===== config.mk =====
export PLATFORM = sky130hd
export DESIGN_NAME = fts_framer
export DESIGN_NICKNAME = d
export VERILOG_FILES = /design/src/inc/fts_pkg.sv /design/src/design/fts_fifo.sv /design/src/design/fts_char_io.sv /design/src/design/fts_framer.sv
export SDC_FILE = /design/constraint.sdc
export NUM_CORES = 1
export LEC_CHECK = 0
export BUFFER_PORTS_ARGS = -buffer_cell sky130_fd_sc_hd__buf_2
export CAP_MARGIN = 0
export CELL_PAD_IN_SITES_DETAIL_PLACEMENT = 2
export CELL_PAD_IN_SITES_GLOBAL_PLACEMENT = 2
export CORE_ASPECT_RATIO = 1.4
export CORE_MARGIN = 2
export CORE_UTILIZATION = 46
export DETAILED_ROUTE_END_ITERATION = 10
export GPL_TIMING_DRIVEN = 0
export PLACE_DENSITY_LB_ADDON = 0.1
export SKIP_CTS_REPAIR_TIMING = 1
export SKIP_LAST_GASP = 1
export SYNTH_ARGS = -nofsm -noshare
export SYNTH_HDL_FRONTEND = slang
export SYNTH_SLANG_ARGS = --single-unit

===== constraint.sdc =====
create_clock -name ref_clk -period 6.8 [get_ports ref_clk]
set_input_delay 0.68 -clock ref_clk [delete_from_list [all_inputs] [get_ports ref_clk]]
set_output_delay 0.68 -clock ref_clk [all_outputs]
set_load 0.02 [all_outputs]

===== src/inc/fts_pkg.sv =====
// Purpose: Shared constants and types for the telegram slave framer.
// Assumes: One 250 MHz clock, telegram bytes carried as 11-bit characters.
// Notes: Every count and code used by more than one file lives here.

package fts_pkg;

  // ==========================================================================
  // Telegram layout
  localparam logic [7:0] START_MARKER = 8'h02;
  localparam int ADDR_FMT_BIT = 7;
  localparam logic [6:0] ADDR_BCAST = 7'h00;
  localparam logic [7:0] LEN_PROCESS = 8'h06;
  localparam logic [7:0] LEN_PARAM = 8'h0E;
  localparam logic [7:0] LEN_TEXT_MIN = 8'h0A;
  localparam logic [7:0] LEN_OVERHEAD = 8'h02;
  localparam logic [7:0] LAST_DATA_OFS = 8'h03;

  // ==========================================================================
  // Character format
  localparam logic [3:0] CHAR_LAST_BIT = 4'hA;
  localparam logic [1:0] FMT_EVEN = 2'h0;
  localparam logic [1:0] FMT_ODD = 2'h1;
  localparam logic [1:0] FMT_NONE = 2'h2;
  localparam logic [1:0] FMT_DEFAULT = FMT_EVEN;

  // ==========================================================================
  // Bit rate limits
  localparam int CLK_HZ = 250000000;
  localparam int BAUD_MIN = 2400;
  localparam int BAUD_MAX = 115200;
  localparam logic [16:0] DIV_MAX = 17'(CLK_HZ / BAUD_MIN);
  localparam logic [16:0] DIV_MIN = 17'(CLK_HZ / BAUD_MAX);
  localparam logic [16:0] DIV_FLOOR = 17'h20;

  // ==========================================================================
  // Response buffer
  localparam int FIFO_WIDTH = 8;
  localparam int FIFO_DEPTH = 32;

  typedef enum logic [1:0] {
    KIND_NONE = 2'h0,
    KIND_PROCESS = 2'h1,
    KIND_PARAM = 2'h2,
    KIND_TEXT = 2'h3
  } fts_kind_type;

endpackage


===== src/design/fts_fifo.sv =====
// Purpose: Response byte buffer between the user side and the transmitter.
// Assumes: Pushes and pops may happen in the same cycle.
// Notes: The framer only drains it while sending, so it really fills.
`timescale 1ns/100ps
`default_nettype none

module fts_fifo #(
  parameter int WIDTH = 8,
  parameter int DEPTH = 32
) (
  input wire logic ref_clk,
  input wire logic nrst,
  input wire logic [WIDTH-1:0] in_data,
  input wire logic in_valid,
  output logic in_ready,
  output logic [WIDTH-1:0] out_data,
  output logic out_valid,
  input wire logic out_ready
);
  import fts_pkg::*;

  localparam int AW = $clog2(DEPTH);
  localparam logic [AW:0] FULL = (AW+1)'(DEPTH);

  typedef struct packed {
    logic [DEPTH-1:0][WIDTH-1:0] mem;
    logic [AW-1:0] wr;
    logic [AW-1:0] rd;
    logic [AW:0] cnt;
  } fts_fifo_type;

  fts_fifo_type s_ff, nxt_s;
  logic push, pop;

  assign in_ready = (s_ff.cnt != FULL);
  assign out_valid = (s_ff.cnt != '0);
  assign out_data = s_ff.mem[s_ff.rd];
  assign push = in_valid && in_ready;
  assign pop = out_valid && out_ready;

  always_comb begin
    nxt_s = s_ff;
    if (push) begin
      nxt_s.mem[s_ff.wr] = in_data;
      nxt_s.wr = s_ff.wr + 1'b1;
    end
    if (pop) begin
      nxt_s.rd = s_ff.rd + 1'b1;
    end
    nxt_s.cnt = s_ff.cnt + (AW+1)'(push) - (AW+1)'(pop);
  end

  always_ff @(posedge ref_clk or negedge nrst) begin
    if (!nrst) begin
      s_ff <= '0;
    end else begin
      s_ff <= nxt_s;
    end
  end

endmodule
`default_nettype wire


===== src/design/fts_char_io.sv =====
// Purpose: Serialises and deserialises single 11-bit line characters.
// Assumes: rx_line is already synchronised; bit_div is cycles per bit.
// Notes: Also gives a free-running bit-time tick for the framer's timers.
`timescale 1ns/100ps
`default_nettype none

module fts_char_io (
  input wire logic ref_clk,
  input wire logic nrst,
  input wire logic rx_line,
  input wire logic [16:0] bit_div,
  input wire logic [1:0] line_fmt,
  input wire logic tx_go,
  input wire logic [7:0] tx_byte,
  output logic tx_busy,
  output logic tx_line,
  output logic rx_busy,
  output logic rx_done,
  output logic rx_err,
  output logic [7:0] rx_byte,
  output logic bit_tick
);
  import fts_pkg::*;

  typedef struct packed {
    logic [16:0] tick_cnt;
    logic tick;
    logic rx_busy;
    logic [16:0] rx_cnt;
    logic [3:0] rx_idx;
    logic [8:0] rx_sh;
    logic [7:0] rx_byte;
    logic rx_done;
    logic rx_err;
    logic tx_busy;
    logic [16:0] tx_cnt;
    logic [3:0] tx_idx;
    logic [10:0] tx_sh;
  } fts_cio_type;

  fts_cio_type s_ff, nxt_s;
  logic odd, nopar, par;

  assign odd = (line_fmt == FMT_ODD);
  assign nopar = (line_fmt == FMT_NONE);
  // parity makes the ones even.
  assign par = nopar ? 1'b1 : ((^tx_byte) ^ odd);

  always_comb begin
    nxt_s = s_ff;
    nxt_s.tick = 1'b0;
    nxt_s.rx_done = 1'b0;
    nxt_s.rx_err = 1'b0;
    if (s_ff.tick_cnt == '0) begin
      nxt_s.tick = 1'b1;
      nxt_s.tick_cnt = bit_div - 17'h1;
    end else begin
      nxt_s.tick_cnt = s_ff.tick_cnt - 17'h1;
    end
    // start, eight data, parity, stop.
    if (!s_ff.rx_busy) begin
      if (!rx_line) begin
        nxt_s.rx_busy = 1'b1;
        nxt_s.rx_cnt = {1'b0, bit_div[16:1]};
        nxt_s.rx_idx = '0;
      end
    end else if (s_ff.rx_cnt != '0) begin
      nxt_s.rx_cnt = s_ff.rx_cnt - 17'h1;
    end else begin
      nxt_s.rx_cnt = bit_div - 17'h1;
      nxt_s.rx_idx = s_ff.rx_idx + 4'h1;
      if (s_ff.rx_idx == '0) begin
        nxt_s.rx_busy = !rx_line;
      end else if (s_ff.rx_idx < CHAR_LAST_BIT) begin
        nxt_s.rx_sh = {rx_line, s_ff.rx_sh[8:1]};
      end else begin
        nxt_s.rx_busy = 1'b0;
        nxt_s.rx_done = 1'b1;
        nxt_s.rx_byte = s_ff.rx_sh[7:0];
        // even ones over data and parity.
        nxt_s.rx_err = !rx_line | (nopar ? !s_ff.rx_sh[8] : ((^s_ff.rx_sh) != odd));
      end
    end
    if (!s_ff.tx_busy) begin
      if (tx_go) begin
        nxt_s.tx_busy = 1'b1;
        nxt_s.tx_cnt = bit_div - 17'h1;
        nxt_s.tx_idx = '0;
        nxt_s.tx_sh = {1'b1, par, tx_byte, 1'b0};
      end
    end else if (s_ff.tx_cnt != '0) begin
      nxt_s.tx_cnt = s_ff.tx_cnt - 17'h1;
    end else begin
      nxt_s.tx_cnt = bit_div - 17'h1;
      if (s_ff.tx_idx == CHAR_LAST_BIT) begin
        nxt_s.tx_busy = 1'b0;
      end else begin
        nxt_s.tx_idx = s_ff.tx_idx + 4'h1;
        nxt_s.tx_sh = {1'b1, s_ff.tx_sh[10:1]};
      end
    end
  end

  always_ff @(posedge ref_clk or negedge nrst) begin
    if (!nrst) begin
      s_ff <= '0;
    end else begin
      s_ff <= nxt_s;
    end
  end

  assign tx_busy = s_ff.tx_busy;
  assign tx_line = s_ff.tx_busy ? s_ff.tx_sh[0] : 1'b1;
  assign rx_busy = s_ff.rx_busy;
  assign rx_done = s_ff.rx_done;
  assign rx_err = s_ff.rx_err;
  assign rx_byte = s_ff.rx_byte;
  assign bit_tick = s_ff.tick;
endmodule
`default_nettype wire


===== src/design/fts_framer.sv =====
// Purpose: Slave-side telegram framer for a half-duplex master-slave line.
// Assumes: One master; response data field is supplied through the buffer.
// Notes: Timers count bit times; data bytes are offered only for own frames.
// Behaviour
// Characters are start, eight data, parity, stop.
// Parity makes ones count even.
// Even parity one stop default, selectable.
// Telegram starts with marker 02 hex.
// Marker, length, address, data, then check.
// Length counts data plus address and check.
// Text length is ten plus characters.
// Address bit 7 set, node 1 to 126.
// Zero node address means broadcast.
// Response echoes received address byte.
// Check byte is XOR from zero.
// Never transmit unrequested.
// Release line except while answering.
// Act only on own address.
// Process, parameter and text telegram sizes.
// Process block is four bytes.
// Parameter block is twelve bytes.
// Response uses the request's telegram type.
// Text field is command, index, text, process.
// Bit rate configurable from 2400 to 115200; the code floors the divider at 32 cycles instead, allowing rates up to 7812500.
// Wait minimum delay before answering.
// Abandon telegram after inter-byte gap.
// Master times out a missing response.
// Process words go in fixed order.
// Command bits 12 to 15 captured.
// Discard bad telegrams without answer.
// Never answer a broadcast.
`timescale 1ns/100ps
`default_nettype none

module fts_framer (
  input wire logic ref_clk,
  input wire logic nrst,
  input wire logic line_rx_in,
  output logic line_tx_out,
  output logic line_tx_oe_n,
  input wire logic [6:0] node_addr,
  input wire logic [1:0] line_fmt,
  input wire logic [16:0] baud_div,
  input wire logic [15:0] min_resp_bits,
  input wire logic [15:0] max_gap_bits,
  output logic [7:0] rx_data,
  output logic [7:0] rx_data_index,
  output logic rx_data_valid,
  output logic frame_ok,
  output logic frame_bad,
  output logic frame_bcast,
  output fts_pkg::fts_kind_type frame_kind,
  output logic [7:0] frame_len,
  output logic [3:0] param_command,
  input wire logic [7:0] resp_data,
  input wire logic resp_valid,
  output logic resp_ready,
  output logic tx_active
);
  import fts_pkg::*;

  // ==========================================================================
  // State
  typedef enum logic [3:0] {
    S_HUNT = 4'h0,
    S_LEN = 4'h1,
    S_ADDR = 4'h2,
    S_DATA = 4'h3,
    S_CHECK = 4'h4,
    S_DELAY = 4'h5,
    S_TX_STX = 4'h6,
    S_TX_LEN = 4'h7,
    S_TX_ADR = 4'h8,
    S_TX_DATA = 4'h9,
    S_TX_BCC = 4'hA,
    S_TX_END = 4'hB
  } fts_state_type;

  typedef struct packed {
    logic [2:0] sync;
    logic line_q;
    fts_state_type st;
    logic [7:0] len;
    logic [7:0] adr;
    logic [7:0] bcc;
    logic [7:0] cnt;
    logic ours;
    logic bcast;
    logic bad;
    logic [15:0] timer;
    logic [7:0] rx_data;
    logic [7:0] rx_idx;
    logic rx_valid;
    logic ok;
    logic badp;
    fts_kind_type kind;
    logic [3:0] cmd;
    logic tx_go;
    logic [7:0] tx_byte;
    logic drive;
  } fts_frm_type;

  localparam fts_frm_type FRM_RST = '{sync: 3'h7, line_q: 1'b1, st: S_HUNT, kind: KIND_NONE, default: '0};

  fts_frm_type s_ff, nxt_s;

  logic [16:0] eff_div;
  logic [1:0] eff_fmt;
  logic cio_tx_busy, cio_tx_line, cio_rx_busy, cio_rx_done, cio_rx_err, tick;
  logic [7:0] cio_rx_byte;
  logic [7:0] buf_data;
  logic buf_valid, can_send, rx_frame, timeout, good;

  function automatic fts_kind_type kind_of(input logic [7:0] l);
    // lengths of the three telegram kinds.
    if (l == LEN_PROCESS) begin
      kind_of = KIND_PROCESS;
    end else if (l == LEN_PARAM) begin
      kind_of = KIND_PARAM;
    // text length is ten fixed plus characters.
    end else if (l >= LEN_TEXT_MIN) begin
      kind_of = KIND_TEXT;
    end else begin
      kind_of = KIND_NONE;
    end
  endfunction

  // ==========================================================================
  // Line configuration
  // slowest rate capped; a small floor keeps the mid-bit sample sane.
  assign eff_div = (baud_div < DIV_FLOOR) ? DIV_FLOOR : ((baud_div > DIV_MAX) ? DIV_MAX : baud_div);
  // unused format code falls back to the default.
  assign eff_fmt = (line_fmt == 2'h3) ? FMT_DEFAULT : line_fmt;

  fts_char_io u_cio (
    .ref_clk(ref_clk),
    .nrst(nrst),
    .rx_line(s_ff.line_q),
    .bit_div(eff_div),
    .line_fmt(eff_fmt),
    .tx_go(s_ff.tx_go),
    .tx_byte(s_ff.tx_byte),
    .tx_busy(cio_tx_busy),
    .tx_line(cio_tx_line),
    .rx_busy(cio_rx_busy),
    .rx_done(cio_rx_done),
    .rx_err(cio_rx_err),
    .rx_byte(cio_rx_byte),
    .bit_tick(tick)
  );

  // A full 32-byte buffer holds the longest text answer the user is likely to stage.
  fts_fifo #(
    .WIDTH(FIFO_WIDTH),
    .DEPTH(FIFO_DEPTH)
  ) u_buf (
    .ref_clk(ref_clk),
    .nrst(nrst),
    .in_data(resp_data),
    .in_valid(resp_valid),
    .in_ready(resp_ready),
    .out_data(buf_data),
    .out_valid(buf_valid),
    .out_ready(s_ff.st == S_TX_DATA && can_send)
  );

  assign can_send = !cio_tx_busy && !s_ff.tx_go;
  assign rx_frame = (s_ff.st == S_LEN) || (s_ff.st == S_ADDR) || (s_ff.st == S_DATA) || (s_ff.st == S_CHECK);
  // gap counted only while the line is idle.
  assign timeout = rx_frame && !cio_rx_busy && (s_ff.timer > max_gap_bits);
  assign good = !s_ff.bad && !cio_rx_err && (cio_rx_byte == s_ff.bcc);

  // ==========================================================================
  // Framing
  always_comb begin
    nxt_s = s_ff;
    nxt_s.rx_valid = 1'b0;
    nxt_s.ok = 1'b0;
    nxt_s.badp = 1'b0;
    nxt_s.tx_go = 1'b0;
    nxt_s.sync = {s_ff.sync[1:0], line_rx_in};
    if (s_ff.sync[1] == s_ff.sync[2]) begin
      nxt_s.line_q = s_ff.sync[2];
    end
    if (cio_rx_done) begin
      nxt_s.timer = '0;
    end else if (tick && !cio_rx_busy && s_ff.timer != 16'hFFFF) begin
      nxt_s.timer = s_ff.timer + 16'h1;
    end
    if (rx_frame && cio_rx_done && cio_rx_err) begin
      nxt_s.bad = 1'b1;
    end
    case (s_ff.st)
      S_HUNT: begin
        // marker opens a frame; R11: check restarts from zero.
        if (cio_rx_done && !cio_rx_err && cio_rx_byte == START_MARKER) begin
          nxt_s.bcc = START_MARKER;
          nxt_s.bad = 1'b0;
          nxt_s.st = S_LEN;
        end
      end
      S_LEN: begin
        // length decides the data count.
        if (cio_rx_done) begin
          nxt_s.len = cio_rx_byte;
          nxt_s.bcc = s_ff.bcc ^ cio_rx_byte;
          nxt_s.kind = kind_of(cio_rx_byte);
          if (kind_of(cio_rx_byte) == KIND_NONE) begin
            nxt_s.bad = 1'b1;
          end
          nxt_s.st = S_ADDR;
        end
      end
      S_ADDR: begin
        if (cio_rx_done) begin
          nxt_s.adr = cio_rx_byte;
          nxt_s.bcc = s_ff.bcc ^ cio_rx_byte;
          // zero node field is a broadcast.
          nxt_s.bcast = (cio_rx_byte[6:0] == ADDR_BCAST);
          // format bit must be set; R14: own node or broadcast only.
          nxt_s.ours = cio_rx_byte[ADDR_FMT_BIT] && (cio_rx_byte[6:0] == node_addr || cio_rx_byte[6:0] == ADDR_BCAST);
          nxt_s.cnt = '0;
          nxt_s.st = S_DATA;
        end
      end
      S_DATA: begin
        if (cio_rx_done) begin
          nxt_s.bcc = s_ff.bcc ^ cio_rx_byte;
          // data bytes offered in line order with their index.
          if (s_ff.ours && !s_ff.bad) begin
            nxt_s.rx_valid = 1'b1;
            nxt_s.rx_data = cio_rx_byte;
            nxt_s.rx_idx = s_ff.cnt;
          end
          // command nibble is the top of the first word.
          if (s_ff.cnt == '0 && s_ff.kind != KIND_PROCESS) begin
            nxt_s.cmd = cio_rx_byte[7:4];
          end
          nxt_s.cnt = s_ff.cnt + 8'h1;
          if (s_ff.cnt == 8'(s_ff.len - LAST_DATA_OFS)) begin
            nxt_s.st = S_CHECK;
          end
        end
      end
      S_CHECK: begin
        if (cio_rx_done) begin
          // check byte against the running XOR; R26: discard otherwise.
          nxt_s.ok = s_ff.ours && good;
          nxt_s.badp = s_ff.ours && !good;
          nxt_s.st = S_HUNT;
          // only a good request is answered, never a broadcast.
          if (s_ff.ours && good && !s_ff.bcast) begin
            nxt_s.st = S_DELAY;
          end
        end
      end
      S_DELAY: begin
        // hold off for the minimum response delay.
        if (s_ff.timer >= min_resp_bits) begin
          nxt_s.st = S_TX_STX;
        end
      end
      S_TX_STX: begin
        if (can_send) begin
          nxt_s.tx_go = 1'b1;
          nxt_s.tx_byte = START_MARKER;
          nxt_s.bcc = START_MARKER;
          nxt_s.st = S_TX_LEN;
        end
      end
      S_TX_LEN: begin
        // same length, hence same telegram type.
        if (can_send) begin
          nxt_s.tx_go = 1'b1;
          nxt_s.tx_byte = s_ff.len;
          nxt_s.bcc = s_ff.bcc ^ s_ff.len;
          nxt_s.st = S_TX_ADR;
        end
      end
      S_TX_ADR: begin
        // address byte returned unchanged.
        if (can_send) begin
          nxt_s.tx_go = 1'b1;
          nxt_s.tx_byte = s_ff.adr;
          nxt_s.bcc = s_ff.bcc ^ s_ff.adr;
          nxt_s.cnt = '0;
          nxt_s.st = S_TX_DATA;
        end
      end
      S_TX_DATA: begin
        // data field drawn from the buffer, stalling when empty.
        if (can_send && buf_valid) begin
          nxt_s.tx_go = 1'b1;
          nxt_s.tx_byte = buf_data;
          nxt_s.bcc = s_ff.bcc ^ buf_data;
          nxt_s.cnt = s_ff.cnt + 8'h1;
          if (s_ff.cnt == 8'(s_ff.len - LAST_DATA_OFS)) begin
            nxt_s.st = S_TX_BCC;
          end
        end
      end
      S_TX_BCC: begin
        // send the accumulated check byte.
        if (can_send) begin
          nxt_s.tx_go = 1'b1;
          nxt_s.tx_byte = s_ff.bcc;
          nxt_s.st = S_TX_END;
        end
      end
      S_TX_END: begin
        if (can_send) begin
          nxt_s.st = S_HUNT;
        end
      end
      default: begin
        nxt_s.st = S_HUNT;
      end
    endcase
    // abandon a stalled telegram.
    if (timeout && !cio_rx_done) begin
      nxt_s.st = S_HUNT;
      nxt_s.badp = 1'b1;
    end
    // drive only while a response is on its way out.
    nxt_s.drive = (nxt_s.st >= S_TX_STX);
  end

  always_ff @(posedge ref_clk or negedge nrst) begin
    if (!nrst) begin
      s_ff <= FRM_RST;
    end else begin
      s_ff <= nxt_s;
    end
  end

  // ==========================================================================
  // Outputs
  assign line_tx_out = s_ff.drive ? cio_tx_line : 1'b1;
  assign line_tx_oe_n = !s_ff.drive;
  assign rx_data = s_ff.rx_data;
  assign rx_data_index = s_ff.rx_idx;
  assign rx_data_valid = s_ff.rx_valid;
  assign frame_ok = s_ff.ok;
  assign frame_bad = s_ff.badp;
  assign frame_bcast = s_ff.bcast;
  assign frame_kind = s_ff.kind;
  assign frame_len = s_ff.len;
  assign param_command = s_ff.cmd;
  assign tx_active = s_ff.drive;
endmodule
`default_nettype wire


# == Yosys cells after proc, flatten, opt, wreduce, memory -nomap -nowiden ==
# Index checks and enable logic that the tools add are counted.
# word_totals
inputBits,70
output_inout_bits,38
register_bits,458
# op_classes
n_reduce_logical,65
bitwise,9
mux,83
eq_ne,39
order_cmp,10
addsub,13
# op_table
op,count
256-bit bitwise mux,1
17-bit 2-to-1 mux,5
16-bit 2-to-1 mux,5
17-bit by 1-bit subtractor with 17-bit output (second input constant),4
33-bit 2-to-1 mux,2
8-bit one-hot mux with 8 select lines,1
4-bit 2-to-1 mux,14
9-bit 2-to-1 mux,6
8-bit 2-to-1 mux,6
4-bit one-hot mux with 12 select lines,1
9-bit one-hot mux with 5 select lines,1
22-bit 2-to-1 mux,2
8-bit binary-select mux with 5-bit select,1
8-bit demux with 5-bit select,1
17-bit nonzero test,2
8-bit one-hot mux with 4 select lines,1
8-bit XOR,4
15-bit 2-to-1 mux,2
1-bit logical AND,23
23-bit 2-to-1 mux,1
4-bit == test (second input constant),5
19-bit 2-to-1 mux,1
1-bit 2-to-1 mux,18
18-bit 2-to-1 mux,1
other kinds (60),111

# == Longest topological paths before layout ==
# Gate-level depths: netlist of the first run.
# logic_depth
word_depth,10
depth_mapped,16
ltp_nobuf,16

# == By module ==
# A second synthesis of the first run with hierarchy kept.
# hier_totals
hier_cells,2165
hier_area_um2,24938.9
# by_module_without_submodules
mod,cells_each,area_each_um2,n_inst,seq_area_each_um2
fts_fifo,844,12742.2,1,6806.5
fts_framer,730,6774.0,1,2357.3
fts_char_io,591,5422.7,1,2302.2

# == Least setup slack after synthesis of the first run ==
# Ideal clock, no wire load.
# synth_timing
path_type,input -> register
startpoint,input baud_div[10]
endpoint,register u_cio.s_ff[27] (netlist bit)
arrival_time_ns,3.397
required_time_ns,6.682
setup_slack_ns,3.285
n_path_buf,1
setup_ns,0.118
cell_stages,13
path_cell_list,clkbuf_1 -> or4_1 -> nor2_1 -> nand2_1 -> nand3_1 -> ha_1 -> nor4b_1 -> o211ai_1 -> nor4_1 -> xnor2_1 -> and2_1 -> a211oi_1 -> a21o_1
# synth_via
elab_chain_len,6
# synth_rtl
element,line,text
from (decl),fts_framer.sv:43,"input wire logic [16:0] baud_div,"
17-bit greater-than comparator,fts_framer.sv:131,assign eff_div = (baud_div < DIV_FLOOR) ? DIV_FLOOR : ((baud_div > DIV_MAX) ? DIV_MAX : baud_div);
17-bit 2-to-1 mux,fts_framer.sv:131,
17-bit 2-to-1 mux (*),fts_framer.sv:131,
17-bit by 1-bit subtractor with 17-bit output (*),"fts_char_io.sv:87, fts_char_io.sv:94",
33-bit 2-to-1 mux or 17-bit 2-to-1 mux (tied branches),"fts_char_io.sv:85, fts_char_io.sv:91",
33-bit 2-to-1 mux (*),fts_char_io.sv:84,if (!s_ff.tx_busy) begin
to (signal assigned),fts_char_io.sv:108,s_ff <= nxt_s;
to (decl),fts_char_io.sv:41,"fts_cio_type s_ff, nxt_s;"
# Every way passes the cells marked *; elsewhere a longest branch is shown, timed or not. The select of a mux whose other input is x is not followed.
# A chain may end at the register's enable or synchronous reset.

# == Final worst setup path of the first run ==
# layout_timing
startpoint,input baud_div[9]
endpoint,register u_cio.s_ff[29] (netlist bit)
# Same word-level chain as after synthesis.

==> qor.txt, run 1 <==
Fraction of synthesized cell area taken by the top area cell type - 46.5%
Synth async-reset ratio - 100%
Hold Path Sink - nxt_s[92]
Commonest non-fill, non-tap cell in the layout - dfrtp_1
Clk root buf - clkbuf_16
Critical Path Start Type - input port
Leading register cell type out of synthesis - dfrtp_1
Synth cell types - 80
Leakage Power - 12.6 nW
GRT busiest layer - met2
Critical Path AT - 4.81 ns
Crit share post-route - 63.1%
Worst IR Drop VDD - 305 uV
Antenna violations before repair - 2
Nets - 2,410
Total CTS buffers - 48
Final WL - 90.1 mm
Layout cell share with drive strength beyond 1 - 28.2%
Max Slew Vio Count - 0
Starting density of the core - 46.3%
Top cell type by total area after synthesis - dfrtp_1
Met3 Usage GRT - 4.82%
Cell row count - 100
Clock sink count - 458
Most frequent cells in the layout - dfrtp_1, mux2_2, nand2_1
Hold Fails Final Rpt - 0
Core ar. - 0.0528 sq mm
Worst slew pin tran - 1.13 ns
Setup WS pre-CTS - 1.97 ns
Drt first pass iters - 5
Slew margin rel. - 23.8%
Clk buf depth - 3
# H-tree levels - 2
Total power - 0.00927 W
Hold Startpoint - line_rx_in
DR vias/cell - 6.15
DR vias - 18,645
CP required - 7.31 ns
M1 GR Usage - 35.8%
Placed cells - 2,944
Ports - 108
Clk_skew - 0.0291 ns
Cell count of the worst reg-to-reg path - 9
M2 GR Usage - 62.3%
Syn Area/Cell - 11.5 sq um
Clk slew on worst S/H paths - 0.07 ns
Antenna Violating Nets Remaining - 0
Reg2Reg Setup Slack - 2.71 ns
#FFs+latches synth - 458
CP Capture Type - register
Netlist Area Pre-Place - 0.0244 sq mm
First-pass GRT wire length - 137 mm
DPL Wire Length - 60.8 mm
Post-Synthesis Cells - 2,123
Synth top area cells - dfrtp_1, mux2_2, mux4_2
CTS tree - yes
Die Y - 277 microns
Synthesis Warnings - 0
Die footprint - 0.0550 sq mm
Detailed-route DRC error count - 0
DRT iter0 DRCs - 938
GRT Util Overall - 33.5%
Tmin final - 4.29 ns
Pwr Density - 335 mW/mm^2
Hold slack - 0.180 ns
Routed length per instance - 29.7 microns
Unrepaired setup endpoints after global routing - no
Later-pin clock latency in the skew report - 0.61 ns
Number of global-route vias before repair - 21,498
Depth of the worst hold-timing path - 1
CP max FO - 10
WS Path Type - in -> reg
Die X - 199 microns
Ant diodes - 0
Total gr overflow - 0
Worst r2r dst - s_ff[68]
Fin cells - 3,033
Max-cap viol count - 0
Fmax - 0.233 GHz
Final setup slack of the worst path - 2.51 ns
Endpoints failing setup - 0
# port buffers - 102
Worst r2r src - u_buf.s_ff[7]
Post-synth EDFFs - 0
Area grow syn2layout - 13.4%
Sequential area share after synthesis - 46.9%
Largest net degree at the start of global routing - 121
Post-Synthesis Net Count - 2,252
Final RePlAce weighted congestion - 0.865
Hold crit path type - in -> reg
Fin util - 52.5%
Status - finished clean
==> Yosys cell counts (4+ instances only) <==
master,count
a211o_1,9
a211oi_1,7
a21o_1,23
a21oi_1,98
a221o_1,4
a221oi_1,5
a22o_1,10
a22oi_1,13
a31oi_1,18
and2_1,8
and3_1,20
buf_1,6
buf_2,11
buf_4,35
clkbuf_1,95
dfrtp_1,454
dfstp_2,4
ha_1,58
inv_1,75
mux2_2,313
mux2i_1,14
mux4_2,79
nand2_1,165
nand2b_1,19
nand3_1,33
nand3b_1,7
nand4_1,17
nor2_1,114
nor2b_1,13
nor3_1,29
nor3b_1,6
nor4_1,20
nor4b_1,6
o211ai_1,12
o21a_1,8
o21ai_0,88
o22ai_1,7
o31ai_1,13
or2_2,7
or3_1,12
or4_1,12
xnor2_1,68
xor2_1,44
==> through the flow <==
step           setup TNS, ns  area (sq um)
2_1_floorplan              0         24400
3_5_place_dp               0         26000
3_3_place_gp        -1915.18         25800
5_1_grt                    0         27700
4_1_cts                    0         27700
6_report                   0         27700
==> area by class of cell <==
class                      instances  area, sq um
buffer                           148          708
clock buffer                      68         1390
clock inverter                    20          327
fill                            5170        25100
inverter                          77          294
multi-input combinational       1440        12000
sequential                       458        11500
tap                              714          893
timing repair buffer             108          648
==> registers in the layout, summed over array words and instances (netlist names) <==
signal,cells
u_cio.s_ff,79
u_buf.s_ff,272
tx_active,1
frame_bad,1
nxt_s,2
rx_data_valid,1
rx_data,8
frame_ok,1
u_cio.rx_byte,8
u_cio.bit_tick,1
rx_data_index,8
u_cio.rx_busy,1
u_cio.tx_busy,1
u_cio.rx_done,1
param_command,4
frame_len,8
s_ff,57
frame_kind,2
frame_bcast,1
u_cio.rx_err,1
==> worst max-delay path: stages <==
cell and delay [ns]:
clkbuf_1 0.34, nand4b_1 0.15, nor4_1 0.34, a21oi_1 0.14, clkbuf_1 0.27, nand3_1 0.38
ha_1 0.33, nor4b_1 0.51, o211ai_1 0.33, nor3_1 0.28, xnor2_1 0.10, nor2_1 0.62
a21oi_1 0.16, mux2i_1 0.17
==> cell families after synthesis <==
family | synth area share [%]
compound gates | 9.18
xor+xnor | 4.01
fa+ha+maj | 3.09
buf+inv | 4.10
flops | 46.9
mux | 22.3
simple gates | 10.4
==> routing by layer <==
metal | vias to the layer above | wire length, microns
met2 | 521 | 48900
met5 | - | 12
li1 | 7991 | -
met3 | 266 | 3240
met4 | 2 | 5910
met1 | 9865 | 32000
==> report_power, final <==
part,total [W],internal [W],switching [W]
combinational,0.00223,0.00114,0.00110
clock,0.00294,0.00173,0.00121
sequential,0.00410,0.00350,0.000597
total,0.00927,0.00636,0.00291
==> how the worst max path moves through the flow <==
| stage | endpoint | start | depth (start not counted) | slack (ns) |
|---|---|---|---|---|
| 3_3_place_gp | u_buf.s_ff[98] | nrst | 1 | -4.31 |
| 3_5_place_dp | u_cio.s_ff[29] | baud_div[9] | 14 | 1.97 |
| 6_report | u_cio.s_ff[29] | baud_div[9] | 14 | 2.51 |
| 5_1_grt | u_cio.s_ff[29] | baud_div[9] | 14 | 2.11 |
| 2_1_floorplan | u_cio.s_ff[27] | baud_div[10] | 13 | 3.28 |
| 4_1_cts | u_cio.s_ff[29] | baud_div[9] | 14 | 2.57 |
No activity file was read; power rests on OpenSTA's default activity.
==> run 2: changes to the inputs <==
- ABC_AREA: default -> 1
- CORE_UTILIZATION: 46 -> 34
- clock period: 6.8 -> 3.45 ns (I/O delays scaled with it)
==> run 2 against run 1 <==
  * The flow now finishes with violations (capacitance limit)
  * Cell count grew 40%
  * Largest cell class is now sequential cells
  * Non-clock buffer count grew 31
  * Highest routed layer unchanged
  * Combinational power grew 76%
  * Sequential share of layout area shrank 0.43 points
  * Largest power group unchanged
  * Register-to-register slack lost 2.7 ns
  * Sequential power grew 97%
  * Power grew 91%
  * Global-route usage shrank 5.5 points
  * Flip-flop and latch count is the same
  * Final area grew 1.1%
==> qor.txt, run 2 <==
#FFs+latches synth - 458
Area grow syn2layout - 14.9%
# H-tree levels - 2
Worst IR Drop VDD - 439 uV
Max-cap viol count - 1
Critical-path top delay cell - clkbuf_1
GRT Util Overall - 28.1%
Routed length per instance - 24.1 microns
Netlist Area Pre-Place - 0.0244 sq mm
Synth top area cells - dfrtp_1, nand2_1, o21ai_0
Int Pwr - 0.0116 W
Max Slew Vio Count - 0
Die footprint - 0.0739 sq mm
Most frequent CP cell - nand2_1
Ant diodes - 0
Layout cell share with drive strength beyond 1 - 9.54%
Worst slew pin tran - 1.48 ns
CP required - 3.96 ns
Synth async-reset ratio - 100%
Largest net degree at the start of global routing - 114
Critical Path Start Type - register
Later-pin clock latency in the skew report - 0.64 ns
Crit share post-route - 99.1%
Clk slew on worst S/H paths - 0.06 ns
Syn Area/Cell - 7.86 sq um
Failing checks - capacitance limit
DR vias - 23,079
Post-synth EDFFs - 0
Crit-path leading delay family - buffers and inverters
DPL Wire Length - 76.0 mm
Ports - 108
Biggest regs - u_buf.s_ff x272, u_cio.s_ff x79, s_ff x57
CTS tree - yes
Top cell type by total area after synthesis - dfrtp_1
DRT iter0 DRCs - 1,062
WS Path Type - reg -> reg
CP Capture Type - register
Fmax - 0.293 GHz
Sw frac - 34.2%
Antenna Violating Nets Remaining - 0
Max FFs per register - 272
Clk root buf - clkbuf_16
Leading register cell type out of synthesis - dfrtp_1
Clock sink count - 458
Post-Synthesis Cells - 3,099
Post-route cell area - 0.0280 sq mm
Post-synth top cells - nand2_1, o21ai_0, dfrtp_1, nor2_1, inv_1
Most frequent cells in the layout - nand2_1, o21ai_0, dfrtp_1
Clk buf depth - 3
Final RePlAce weighted congestion - 0.884
Hold Fails Final Rpt - 0
Commonest non-fill, non-tap cell in the layout - nand2_1
Final WL - 103 mm
Reg with most FFs - u_buf.s_ff
Endpoints failing setup - 0
Status - finished with violations
Cell row count - 116
Die X - 230 microns
Sequential Power Share - 45.7%
Total gr overflow - 0
Clock power share - 32.1%
Nets - 3,402
Total CTS buffers - 52
Post-Synthesis Net Count - 3,228
CP max FO - 10
Fin util - 39.3%
Sw Pwr - 0.00604 W
Slew margin rel. - 0.393%
Drt first pass iters - 8
Most frequent cell after synthesis - nand2_1
Clk_skew - 0.0337 ns
Fraction of synthesized cell area taken by the top area cell type - 46.6%
Synthesis Warnings - 0
Total power - 0.0177 W
DR vias/cell - 5.42
Antenna violations before repair - 1
Hold crit path type - in -> reg
# port buffers - 107
Core ar. - 0.0713 sq mm
Detailed-route DRC error count - 0
Sequential area share after synthesis - 47.0%
Die Y - 321 microns
Leakage Power - 13.2 nW
Logic pwr share - 22.2%
Critical Path AT - 3.92 ns
Starting density of the core - 34.2%
Number of global-route vias before repair - 26,139
Setup WS pre-CTS - -0.364 ns
Crit path buf inv count - 3
Pwr Density - 631 mW/mm^2
Final setup slack of the worst path - 0.0322 ns
Crit-path max cell delay - 0.82 ns
Cell Area, Placed - 0.0262 sq mm
Synth cell types - 60
CP cell instances - buf_2, buf_2, clkbuf_1, o21ai_0, o211ai_1, o211ai_1, nand4_1, nand3_1, nand2_1, nand2_1, nand3_1, nand2_1, nand2_1, nand2_1
First-pass GRT wire length - 159 mm
Tmin final - 3.42 ns
run 2: metrics by stage:
step	std cells	hold WS [ns]	TNS, ns
2_1_floorplan	3099	0.0494	0
3_3_place_gp	4150	0.349	-3589.03
3_5_place_dp	4154	0.279	-0.746
4_1_cts	4248	-0.392	-0.845
5_1_grt	4257	0.115	-0.0162
6_report	4257	0.106	0
run 2: final timing paths:
check                           slack, ns           from  cells after the start             end
worst min register to register       0.36      nxt_s[92]                      0       nxt_s[93]
worst max register to register       0.03  u_buf.s_ff[6]                     14        s_ff[62]
min in group asynchronous            0.23           nrst                      2  u_cio.s_ff[91]
max in group asynchronous            1.36           nrst                      5  u_buf.s_ff[53]
worst max-delay path                 0.03  u_buf.s_ff[6]                     14        s_ff[62]
worst min-delay path                 0.11   baud_div[15]                      3  u_cio.s_ff[90]
run 2: tightest hold or removal path, cell delays in order:
cell and delay (ns):
buf_2 0.15, nand2_1 0.10, a31oi_1 0.09
run 2: power groups by stage:
stage / registers [W] / logic, W / clock network [W]
floorplan: 0.00776 / 0.00258 / 0
global placement: 0.00803 / 0.00359 / 0
detailed placement: 0.00813 / 0.00391 / 0
CTS: 0.00806 / 0.00395 / 0.00579
global route: 0.00827 / 0.00451 / 0.00597
finish: 0.00808 / 0.00392 / 0.00568
run 2: layer usage:
metal | vias up | track usage, % | share of wire, %
met5 | - | 0 | 0.011
met4 | 2 | 14.2 | 5.6
met3 | 225 | 3.06 | 2.6
met2 | 416 | 53.1 | 53
met1 | 11886 | 30.8 | 38
li1 | 10550 | - | -
run 2: cell families after synthesis:
group	Yosys count	share of synthesized area (%)
simple gates	1312	22.6
compound gates	736	16.6
flops	458	47.0
buf+inv	443	7.44
xor+xnor	89	3.20
fa+ha+maj	60	3.10
mux	1	0.0411
run 2: cell type report:
cell class | count | area, sq um
buffer | 167 | 778
sequential | 458 | 11500
fill | 8226 | 43300
tap | 944 | 1180
timing repair buffer | 120 | 728
multi-input combinational | 2198 | 11100
inverter | 276 | 1040
clock inverter | 7 | 77.6
clock buffer | 87 | 1620
==> run 3: changes to the inputs <==
- CAP_MARGIN: 0 -> default
- CORE_UTILIZATION: 34 -> 35
- CTS_BUF_LIST: default -> sky130_fd_sc_hd__clkbuf_4 sky130_fd_sc_hd__clkbuf_8
- CTS_CLUSTER_SIZE: default -> 16
==> run 3 against run 2 <==
  * The run ends with capacitance limit, slew limit left
  * Hold slack got worse by 0.094 ns
  * Register-to-register slack improved by 0.097 ns
  * Highest routed layer is now met4
  * Largest power group unchanged
  * Critical endpoint is now u_buf.s_ff[165]
  * Non-clock buffer count decreased by 2
==> qor.txt, run 3 (same netlist as run 2, synthesis figures left out) <==
Worst IR Drop VDD - 433 uV
Nets - 3,430
CTS tree - yes
Ports - 108
Sequential Power Share - 46.4%
Clk_skew - 0.0334 ns
Sw Pwr - 0.00609 W
Cell Area, Placed - 0.0262 sq mm
Critical Path AT - 3.89 ns
Drt first pass iters - 5
Antenna Violating Nets Remaining - 0
Biggest regs - u_buf.s_ff x272, u_cio.s_ff x79, s_ff x57
Reg with most FFs - u_buf.s_ff
Clock power share - 31.1%
WS Path Type - reg -> reg
Failing checks - capacitance limit, slew limit
Number of global-route vias before repair - 26,239
Post-route cell area - 0.0280 sq mm
Detailed-route DRC error count - 0
Clk root buf - clkbuf_8
Tmin final - 3.32 ns
# port buffers - 107
Area grow syn2layout - 14.7%
Most frequent cells in the layout - nand2_1, o21ai_0, dfrtp_1
Die Y - 316 microns
Slew margin rel. - -2.35%
Largest net degree at the start of global routing - 117
Clock sink count - 458
Total power - 0.0174 W
Unrepaired setup endpoints after global routing - yes
Max FFs per register - 272
Critical-path top delay cell - nor2_1
GRT Util Overall - 29.2%
Final WL - 103 mm
Core ar. - 0.0690 sq mm
Clk buf depth - 3
Final RePlAce weighted congestion - 0.898
Pwr Density - 622 mW/mm^2
Hold Fails Final Rpt - 0
DRT iter0 DRCs - 1,000
Most frequent CP cell - nand2_1
Layout cell share with drive strength beyond 1 - 11.3%
Critical Path Start Type - register
Antenna violations before repair - 2
DR vias - 23,092
Cell row count - 114
Fmax - 0.301 GHz
Die footprint - 0.0718 sq mm
Leakage Power - 13.3 nW
CP Capture Type - register
Starting density of the core - 35.3%
Hold crit path type - in -> reg
Max Slew Vio Count - 5
Crit share post-route - 96.3%
CP max FO - 10
Endpoints failing setup - 0
CP cell instances - inv_1, ha_1, nand4_1, nand2_1, nor2_1, nand2_1, clkbuf_1, nand2_1, o21ai_0
Commonest non-fill, non-tap cell in the layout - nand2_1
Status - finished with violations
Later-pin clock latency in the skew report - 0.72 ns
Max-cap viol count - 1
Final setup slack of the worst path - 0.129 ns
Int Pwr - 0.0113 W
Die X - 227 microns
DPL Wire Length - 75.9 mm
Setup WS pre-CTS - -0.385 ns
CP required - 4.02 ns
First-pass GRT wire length - 158 mm
DR vias/cell - 5.39
Routed length per instance - 24.0 microns
Total CTS buffers - 82
Crit-path max cell delay - 1.02 ns
Worst slew pin tran - 1.52 ns
Logic pwr share - 22.5%
# H-tree levels - 3
Clk slew on worst S/H paths - 0.06 ns
Sw frac - 35.0%
Total gr overflow - 0
[run 3: cell types whose count changed in the layout (fill, tap and decap cells not counted), moves of 2 or more]
cell / delta
clkbuf_8: +83
clkbuf_16: -52
clkbuf_4: +24
clkbuf_1: -18
clkinv_2: +5
clkinvlp_4: +4
buf_4: -3
clkbuf_2: +2
diode_2: +2
[run 3: path summary, 6_finish.rpt]
check,end,cells after the start,slack [ns],start
setup reg to reg,u_buf.s_ff[165],9,0.13,u_buf.s_ff[2]
hold reg to reg,s_ff[93],0,0.37,nxt_s[93]
max in group asynchronous,u_buf.s_ff[47],5,1.29,nrst
setup / recovery,u_buf.s_ff[165],9,0.13,u_buf.s_ff[2]
hold / removal,u_cio.s_ff[71],3,0.01,baud_div[16]
min in group asynchronous,u_cio.s_ff[85],2,0.15,nrst
[run 3: per-layer routing]
layer | wire length (microns) | part of all wire, % | global-route usage, %
met5 | 0 | 0 | 0
met4 | 6200 | 6.0 | 17.3
met3 | 3280 | 3.2 | 3.67
met2 | 54700 | 53 | 54.4
met1 | 38700 | 38 | 31.3
[run 3: critical path: cells and delay by family, from the launching register on]
family / cells / cell delay [ns]
AOI/OAI and AO/OA: 1 / 0.09
adders and majority gates: 1 / 0.22
buffers and inverters: 2 / 0.47
DFF: 1 / 0.38
and+or+nand+nor: 5 / 2.02
[run 3: through the flow]
step	TNS (ns)	std cells	hold WS (ns)	util, %
3_3_place_gp	-3518.77	4134	0.358	37.8
4_1_cts	-1.06	4279	-0.491	40.4
3_5_place_dp	-0.935	4138	0.294	37.9
2_1_floorplan	0	3099	0.0494	-
5_1_grt	-0.0222	4288	0.000757	40.5
6_report	0	4288	0.0114	40.5
[run 3: final cells by class]
class	instances	area, sq um
inverter	276	1040
tap	928	1160
buffer	167	781
antenna	2	5.00
fill	8090	41100
clock buffer	126	1580
clock inverter	15	95.1
sequential	458	11500
multi-input combinational	2198	11100
timing repair buffer	118	716
[run 3: power by group through the flow]
| stage | combinational [W] | clock, W | sequential (W) |
|---|---|---|---|
| 2_1_floorplan | 0.00258 | 0 | 0.00776 |
| 4_1_cts | 0.00394 | 0.00555 | 0.00805 |
| 3_5_place_dp | 0.00390 | 0 | 0.00812 |
| 6_report | 0.00391 | 0.00541 | 0.00807 |
| 5_1_grt | 0.00451 | 0.00578 | 0.00825 |
| 3_3_place_gp | 0.00357 | 0 | 0.00801 |
